### src/logic/rx_term_pkg.sv
// package for the receive termination control block: register map, field layout, modes
// assumes: apb slave with 32-bit data, one aligned word per register
`default_nettype none
package rx_term_pkg;
   localparam int NUM_CHANNELS = 29;
   localparam int CHAN_IDX_W   = 5;
   localparam int ADDR_W       = 12;
   localparam int CFG_W        = 8;

   // one config word per channel, word aligned from base; status words follow
   localparam logic [ADDR_W-1:0] CFG_BASE    = 12'h000;
   localparam logic [ADDR_W-1:0] STATUS_BASE = 12'h100;
   localparam logic [ADDR_W-1:0] PIN_STATUS  = 12'h200;
   localparam int WORD_SHIFT = 2;

   // field positions of receive_termination_config
   localparam int TERM_LO_POS    = 0;
   localparam int TERM_HI_POS    = 1;
   localparam int TERM_EXT_POS   = 2;
   localparam int SINGLE_POS     = 3;
   localparam int PART_FULL_POS  = 4;
   localparam logic [CFG_W-1:0] CFG_RESET = 8'h00;

   typedef enum logic [1:0] {
      MATCH_EXTERNAL,
      MATCH_PARTIAL_INTERNAL,
      MATCH_FULL_INTERNAL
   } match_mode_t;

   typedef enum logic [1:0] {
      CABLE_TP100,
      CABLE_TP110,
      CABLE_TP120,
      CABLE_COAX75
   } cable_code_t;

   localparam logic [31:0] ZERO_WORD = 32'h00000000;
endpackage
`default_nettype wire

### src/logic/rx_term_channel.sv
// one channel's termination decode: register bits plus global pin to effective mode
// assumes: inputs are synchronous to clk_sys; purely combinational
`default_nettype none
module rx_term_channel
   import rx_term_pkg::*;
(
   // configuration
   input  wire logic [CFG_W-1:0] cfg,
   input  wire logic             hiz_release,
   // line side
   input  wire logic             tip_in,
   input  wire logic             ring_in,
   // decoded termination
   output logic                  diff_select,
   output logic                  line_sample,
   output match_mode_t           match_mode,
   output logic [1:0]            resistor_code,
   output logic                  resistor_enable
);
   always_comb begin
      diff_select = !cfg[SINGLE_POS];
      // single-ended listens on tip alone
      line_sample = diff_select ? (tip_in ^ ring_in) : tip_in;
      match_mode  = MATCH_EXTERNAL;
      if (!hiz_release) begin
         match_mode = MATCH_EXTERNAL;
      end else if (!diff_select) begin
         match_mode = MATCH_EXTERNAL;
      end else if (cfg[TERM_EXT_POS]) begin
         match_mode = MATCH_EXTERNAL;
      end else if (!cfg[PART_FULL_POS]) begin
         match_mode = MATCH_PARTIAL_INTERNAL;
      end else begin
         match_mode = MATCH_FULL_INTERNAL;
      end
      // value field only matters with internal matching; external ignores it
      resistor_enable = (match_mode != MATCH_EXTERNAL);
      resistor_code   = resistor_enable ? cfg[TERM_HI_POS:TERM_LO_POS] : 2'h0;
   end
endmodule
`default_nettype wire

### src/logic/rx_termination_control.sv
// receive termination control for 29 channels with apb register access
// assumes: global pin is asynchronous to clk_sys; apb master on clk_sys
//
// What this block does
// - Bit 3 of each channel's config picks differential or single-ended reception.
// - Differential uses tip and ring, single-ended uses tip alone.
// - Global pin low forces external matching on all 29 channels, ignoring match bits.
// - Global pin high lets each channel set matching from its own bits.
// - Bit 2 zero enables internal matching.
// - Bit 2 one selects external matching and ignores value field and bit 4.
// - Bit 4 chooses partial (0) or full (1) internal matching.
// - The two-bit value field sets the resistor for 100, 110, 120 ohm pair or 75 ohm coax.
// - Single-ended reception supports only external matching.
`default_nettype none
module rx_termination_control
   import rx_term_pkg::*;
(
   // clock and reset
   input  wire logic                    clk_sys,
   input  wire logic                    reset_n,
   // apb slave
   input  wire logic                    psel,
   input  wire logic                    penable,
   input  wire logic                    pwrite,
   input  wire logic [ADDR_W-1:0]       paddr,
   input  wire logic [31:0]             pwdata,
   output logic [31:0]                  prdata,
   output logic                         pready,
   output logic                         pslverr,
   // global pin
   input  wire logic                    global_hiz_force_pin,
   // line side
   input  wire logic [NUM_CHANNELS-1:0] line_tip_input,
   input  wire logic [NUM_CHANNELS-1:0] line_ring_input,
   // termination controls to the analog networks
   output logic [NUM_CHANNELS-1:0]      diff_select,
   output logic [NUM_CHANNELS-1:0]      line_sample,
   output logic [NUM_CHANNELS-1:0]      internal_programmable_resistor_en,
   output logic [NUM_CHANNELS-1:0]      full_internal_en,
   output logic [2*NUM_CHANNELS-1:0]    resistor_code
);
   // ==========================================================
   // pin synchronisers
   // ==========================================================
   logic                    pin_meta;
   logic                    pin_sync;
   logic [NUM_CHANNELS-1:0] tip_meta;
   logic [NUM_CHANNELS-1:0] tip_sync;
   logic [NUM_CHANNELS-1:0] ring_meta;
   logic [NUM_CHANNELS-1:0] ring_sync;

   // an open pin reads high at the board; reset keeps all lines high impedance
   always_ff @(posedge clk_sys or negedge reset_n) begin
      if (!reset_n) begin
         pin_meta <= 1'b0;
         pin_sync <= 1'b0;
      end else begin
         pin_meta <= global_hiz_force_pin;
         pin_sync <= pin_meta;
      end
   end

   always_ff @(posedge clk_sys or negedge reset_n) begin
      if (!reset_n) begin
         tip_meta  <= '0;
         tip_sync  <= '0;
         ring_meta <= '0;
         ring_sync <= '0;
      end else begin
         tip_meta  <= line_tip_input;
         tip_sync  <= tip_meta;
         ring_meta <= line_ring_input;
         ring_sync <= ring_meta;
      end
   end

   // ==========================================================
   // register file
   // ==========================================================
   logic [CFG_W-1:0]        receive_termination_config [NUM_CHANNELS];
   logic                    access;
   logic [ADDR_W-1:0]       word_off;
   logic [CHAN_IDX_W-1:0]   chan_idx;
   logic                    in_cfg;
   logic                    in_status;
   logic                    in_pin;
   logic [ADDR_W-1:0]       status_off;

   assign access     = psel && penable;
   assign word_off   = paddr - CFG_BASE;
   assign status_off = paddr - STATUS_BASE;
   assign chan_idx   = in_cfg ? word_off[WORD_SHIFT +: CHAN_IDX_W]
                              : status_off[WORD_SHIFT +: CHAN_IDX_W];
   assign in_cfg     = (paddr[1:0] == 2'h0) && (paddr >= CFG_BASE)
                       && (word_off < ADDR_W'(NUM_CHANNELS << WORD_SHIFT));
   assign in_status  = (paddr[1:0] == 2'h0) && (paddr >= STATUS_BASE)
                       && (status_off < ADDR_W'(NUM_CHANNELS << WORD_SHIFT));
   assign in_pin     = (paddr == PIN_STATUS);

   // zero-wait slave; unmapped or status writes answer with an error
   assign pready  = 1'b1;
   assign pslverr = access && !(in_cfg || ((in_status || in_pin) && !pwrite));

   always_ff @(posedge clk_sys or negedge reset_n) begin
      if (!reset_n) begin
         for (int i = 0; i < NUM_CHANNELS; i++) begin
            receive_termination_config[i] <= CFG_RESET;
         end
      end else if (access && pwrite && in_cfg) begin
         receive_termination_config[chan_idx] <= pwdata[CFG_W-1:0];
      end
   end

   // ==========================================================
   // per-channel decode
   // ==========================================================
   match_mode_t mode [NUM_CHANNELS];

   generate
      for (genvar ch = 0; ch < NUM_CHANNELS; ch++) begin : g_chan
         logic [1:0] code;
         rx_term_channel u_chan (
            .cfg             (receive_termination_config[ch]),
            .hiz_release     (pin_sync),
            .tip_in          (tip_sync[ch]),
            .ring_in         (ring_sync[ch]),
            .diff_select     (diff_select[ch]),
            .line_sample     (line_sample[ch]),
            .match_mode      (mode[ch]),
            .resistor_code   (code),
            .resistor_enable (internal_programmable_resistor_en[ch])
         );
         assign full_internal_en[ch]       = (mode[ch] == MATCH_FULL_INTERNAL);
         assign resistor_code[2*ch +: 2]   = code;
      end
   endgenerate

   // ==========================================================
   // read data
   // ==========================================================
   always_ff @(posedge clk_sys or negedge reset_n) begin
      if (!reset_n) begin
         prdata <= ZERO_WORD;
      end else if (psel && !penable && !pwrite) begin
         prdata <= ZERO_WORD;
         if (in_cfg) begin
            prdata[CFG_W-1:0] <= receive_termination_config[chan_idx];
         end else if (in_status) begin
            // effective mode: bit0 internal, bit1 full, bit2 differential
            prdata[0] <= internal_programmable_resistor_en[chan_idx];
            prdata[1] <= full_internal_en[chan_idx];
            prdata[2] <= diff_select[chan_idx];
         end else if (in_pin) begin
            prdata[0] <= pin_sync;
         end
      end
   end
endmodule
`default_nettype wire

### config.mk
export PLATFORM = sky130hd
export DESIGN_NAME = rx_termination_control
export DESIGN_NICKNAME = d
export VERILOG_FILES = /design/src/logic/rx_term_pkg.sv /design/src/logic/rx_term_channel.sv /design/src/logic/rx_termination_control.sv
export SDC_FILE = /design/constraint.sdc
export NUM_CORES = 1
export LEC_CHECK = 0
export BUFFER_PORTS_ARGS = -buffer_cell sky130_fd_sc_hd__buf_4
export CELL_PAD_IN_SITES_DETAIL_PLACEMENT = 0
export CELL_PAD_IN_SITES_GLOBAL_PLACEMENT = 1
export CORE_AREA = 5 5 212 214
export DETAILED_ROUTE_END_ITERATION = 8
export DIE_AREA = 0 0 217 219
export PLACE_DENSITY = 0.86
export SLEW_MARGIN = 30
export SYNTH_ARGS = -nofsm -noshare
export SYNTH_HDL_FRONTEND = slang
export SYNTH_SLANG_ARGS = --single-unit
### constraint.sdc
create_clock -name clk_sys -period 2.1 [get_ports clk_sys]
set_input_delay 0.105 -clock clk_sys [delete_from_list [all_inputs] [get_ports clk_sys]]
set_output_delay 0.105 -clock clk_sys [all_outputs]
set_load 0.03 [all_outputs]
==> impl.org <==
** Routing
- The first TritonRoute pass finished after 6 iterations.
- Detailed-route via count :: about 12000
- After detailed routing, the number of remaining DRC violations is 0.
- Routed WL per cell :: 23.4 um
- For this block, the initial DRC count from the detailed router was approximately 910.
- Post-detailed-route via-to-cell ratio :: around 5.4
- The count of nets left with antenna violations once routing finished came out at 0.
- Total routed wirelength :: 53.1 mm

** STA
- Final clock period utilization by the worst path :: 103%
- Maximum clock skew at final layout :: 0.0242 ns
- Hold timing on the final database bottoms out at a slack of 0.0395 ns.
- Maximum operating frequency :: between 400 and 500 MHz
- Setup violations remaining at the end of the flow were counted as 1.
- Transition at the pin with the smallest max-transition slack :: around 0.63 ns
- Subtracting the final worst setup slack from the clock period gives between 2 and 2.5 ns.
- Max-slew violations :: 0
- The final hold violation count was 0.
- Unrepaired setup endpoints after global routing :: true
- Headroom to the max-slew limit :: 57.7%
- Min setup slack post-route :: -0.0611 ns

** Floorplanning
- Row generation in the floorplan step produced 76 rows.
- During I/O placement, the number of pins put on the boundary was 316.
- The floorplan step defined a die boundary enclosing between 0.04 and 0.05 mm^2.
- In this run the standard cell core region covers 0.0427 mm^2.
- For this configuration, the core starts out at a cell density of 40.5%.
- Die Height :: roughly 220 um
- The die is 217 um wide.

** Status
- The flow ran to the end, but the final reports show violations.
- The checks that failed: setup timing.

** Clock network
- Later-pin clock latency in the skew report :: 0.57 ns
- Clock slew seen by the registers of the worst setup and hold paths :: approximately 0.06 ns
- Clock Tree Root :: clkbuf_16
- CTS built an H-tree with a depth of 2.
- The clock net in this run drives a total of 358 sinks.
- Maximum buffer depth of the clock tree :: 3
- TritonCTS built the clock tree.
- Clock buffers created by TritonCTS :: 42

** Global route
- After global routing the overflow that remains totals 0.
- Maximum number of pins on one net before global-route repair :: 73
- The via count of the first global-routing pass is around 13000.
- All-Layer GR Usage :: between 20% and 30%
- First-pass GRT wire length :: roughly 80 mm
- The initial antenna violation count was 0.

** Logic synthesis
- Portion of the post-synthesis area used by sequential elements :: around 52%
- The Yosys step of the flow raised 0 warnings.
- Library cell with the highest instance count after synthesis :: dfrtp_1
- Most used flip-flop cell after synthesis :: dfrtp_1
- In this run, distinct cell masters in the synthesized netlist total between 60 and 70.
- Average footprint of a synthesized cell :: approximately 13 um^2
- Synth cell count leaders :: 358 x dfrtp_1, 179 x mux2_2, 121 x buf_4, 77 x and3_1, 59 x nand2_1
- Number of flip-flops and latches in the synthesized netlist :: approximately 360
- Counting flops with an async set or reset pin after synthesis yields a share of 100%.
- Number of enable-type register cells in the synthesized netlist :: 0
- Netlist area before placement :: 0.0173 mm^2
- Summed over its instances, the top area cell type makes up 51.8% of the synthesized netlist area.
- Cell taking the most area after synthesis :: dfrtp_1
- Count of mapped cells out of synthesis :: approximately 1300
- Biggest area contributors in the synthesized netlist :: dfrtp_1 52%, mux2_2 12%, mux4_2 6.8%

** Pwr
- For this design the static power due to leakage is 11.3 nW.
- Summed over all nets, the switching power comes to around 0.0038 W.
- VDD sags by at most 0.000536 V.
- Total power divided by cell area :: between 700 and 800 mW/mm^2
- Sw Share :: about a quarter
- Proportion of power drawn by flip-flops and latches :: approximately 44%
- Combinational power share :: between 8 and 9%
- Cell-internal power :: between 0.01 and 0.015 W
- Clk network pwr share :: 47.5%

** Setup path
- The critical path goes through buf_4, and3b_2, a32oi_2, a31oi_1, or4_4, a2111oi_4, o211ai_1.
- Start point of the critical path :: pin_sync
- Of all nets on the critical path, the largest fanout is 5.
- Together, buffers and inverters on the worst path number 1.
- The worst setup path is launched from a register.
- Data on the critical path arrives at its endpoint at around 2.6 ns.
- STA puts the critical path data required time at roughly 2.5 ns.
- The slowest stage of the critical path belongs to the cell or4_4.
- The worst register-to-register path begins at pin_sync.
- Worst Path Class, Setup :: reg2reg
- Crit. End Element :: register
- On the critical path the largest part of the delay comes from simple AND/OR/NAND/NOR gates.
- For this run, the slowest stage of the critical path takes ~0.51 ns.

** Place
- Cell count after placement :: 2120
- Detail Placement HPWL :: about 38 mm
- Before CTS, the worst setup slack after placement is -0.175 ns.
- Global placement routability congestion :: approximately 1.1
- The count of buffers added on input and output ports is approximately 270.

** Worst hold path
- Type of the tightest min-delay check :: in2reg
- In this run the most critical hold path is launched from paddr[6].

** Cells and area
- Fin nets :: 1796
- Combined area of the multi-input logic cells :: 0.00723 mm^2
- Area Overhead vs Synth :: 31.2%
- Non-filler instance count after layout :: ~2300
- Antenna Diode Count :: 0
- Final-layout fill cell count :: 3525
- Flip-flop and latch area :: approximately 0.0090 mm^2
- Cells with a size suffix above 1 make up approximately half of the layout.

** Run
- Max-capacitance violation count :: 0
## logic make-up after synthesis
group | count (synthesis) | share of synthesized area [%]
multiplexers | 307 | 24.4
AO/OA/AOI/OAI | 69 | 2.97
AND/OR/NAND/NOR | 320 | 11.6
flip-flops | 358 | 51.8
XOR/XNOR | 29 | 1.47
other | 2 | 0.0434
buffers and inverters | 217 | 7.66
## worst min-delay path, delay by kind of cell
family          cells  cell delay, ns
compound gates      1            0.12
buf+inv             1            0.21
simple gates        2            0.14
## registers in the layout, summed over array words and instances, names as in the netlist
| signal | cells |
|---|---|
| prdata | 8 |
| tip_sync | 29 |
| ring_meta | 29 |
| receive_termination_config | 232 |
| pin_meta | 1 |
| pin_sync | 1 |
| tip_meta | 29 |
| ring_sync | 29 |
## power groups by stage
stage	sequential [W]	combinational, W	clock (W)
global route	0.00707	0.00154	0.00817
CTS	0.00707	0.00143	0.00787
floorplan	0.00718	0.000804	0
detailed placement	0.00719	0.00133	0
global placement	0.00718	0.00130	0
finish	0.00706	0.00145	0.00772
## repair_timing
action | CTS | global route
buffers inserted | 3 | 4
hold buffers | 63 | 0
endpoints found under the hold margin | 143 | 0
resized for setup | 16 | 21
setup endpoints to repair | 32 | 21
cloned | 0 | 1
pin swaps | 5 | 2
## per-stage QoR
stage	area (um^2)	total power [W]	util [%]	TNS, ns
floorplan	17400	0.00798	-	0
global placement	20400	0.00848	47.7	-17.45
detailed placement	20400	0.00851	47.7	-20.47
CTS	22600	0.0164	52.8	0
global route	22700	0.0168	53.1	-0.108
finish	22700	0.0162	53.1	-0.0611
## area by class of cell
cell class	instances	share of cell area, %
Sequential cell	358	39.5
Multi-Input combinational cell	750	31.9
Timing Repair Buffer	507	18.6
Clock buffer	61	5.58
Tap cell	546	3.01
Clock inverter	15	0.937
Inverter	29	0.480
## worst paths after layout
check / slack (ns) / endpoint / cells past startpoint
worst max-delay path: -0.06 / prdata[1] / 7
worst min-delay path: 0.04 / prdata[3] / 4
worst max register to register: -0.06 / prdata[1] / 7
worst min register to register: 0.33 / tip_sync[20] / 0
max in group asynchronous: 1.17 / receive_termination_config[192] / 3
min in group asynchronous: 0.15 / ring_sync[11] / 2
## metal layers
metal | vias to the layer above | wire (um) | track usage, % | share of wire (%)
li1 | 5286 | - | - | -
met3 | 127 | 4930 | 7.17 | 9.3
met4 | 0 | 1750 | 7.25 | 3.3
met5 | - | 0 | 0 | 0
met1 | 6336 | 21100 | 28.1 | 40
met2 | 560 | 25300 | 35.0 | 48
## cell usage in the layout (no fill, tap or decap), types with 6 or more instances in the layout
cell / Yosys / final
and2_1: 40 / 37
clkinv_2: 0 / 6
buf_6: 3 / 6
and3_4: 2 / 7
nand2_8: 7 / 7
nor2_1: 37 / 36
mux2i_1: 20 / 20
mux2_4: 56 / 56
nand3_1: 22 / 20
nor3_1: 8 / 8
xnor2_1: 29 / 29
mux2_2: 179 / 179
buf_4: 121 / 418
conb_1: 2 / 25
o22ai_1: 16 / 16
a21oi_1: 6 / 6
nor2_8: 7 / 7
nand4_1: 8 / 8
and3_1: 77 / 71
dlygate4sd3_1: 0 / 63
nor2_2: 7 / 8
a22oi_1: 7 / 6
buf_12: 1 / 17
mux4_2: 52 / 52
dfrtp_1: 358 / 357
clkbuf_8: 0 / 8
clkbuf_16: 0 / 46
nand2_1: 59 / 59
inv_1: 29 / 29
clkbuf_1: 46 / 8
Note: power is estimated with default switching activity, not from simulation.
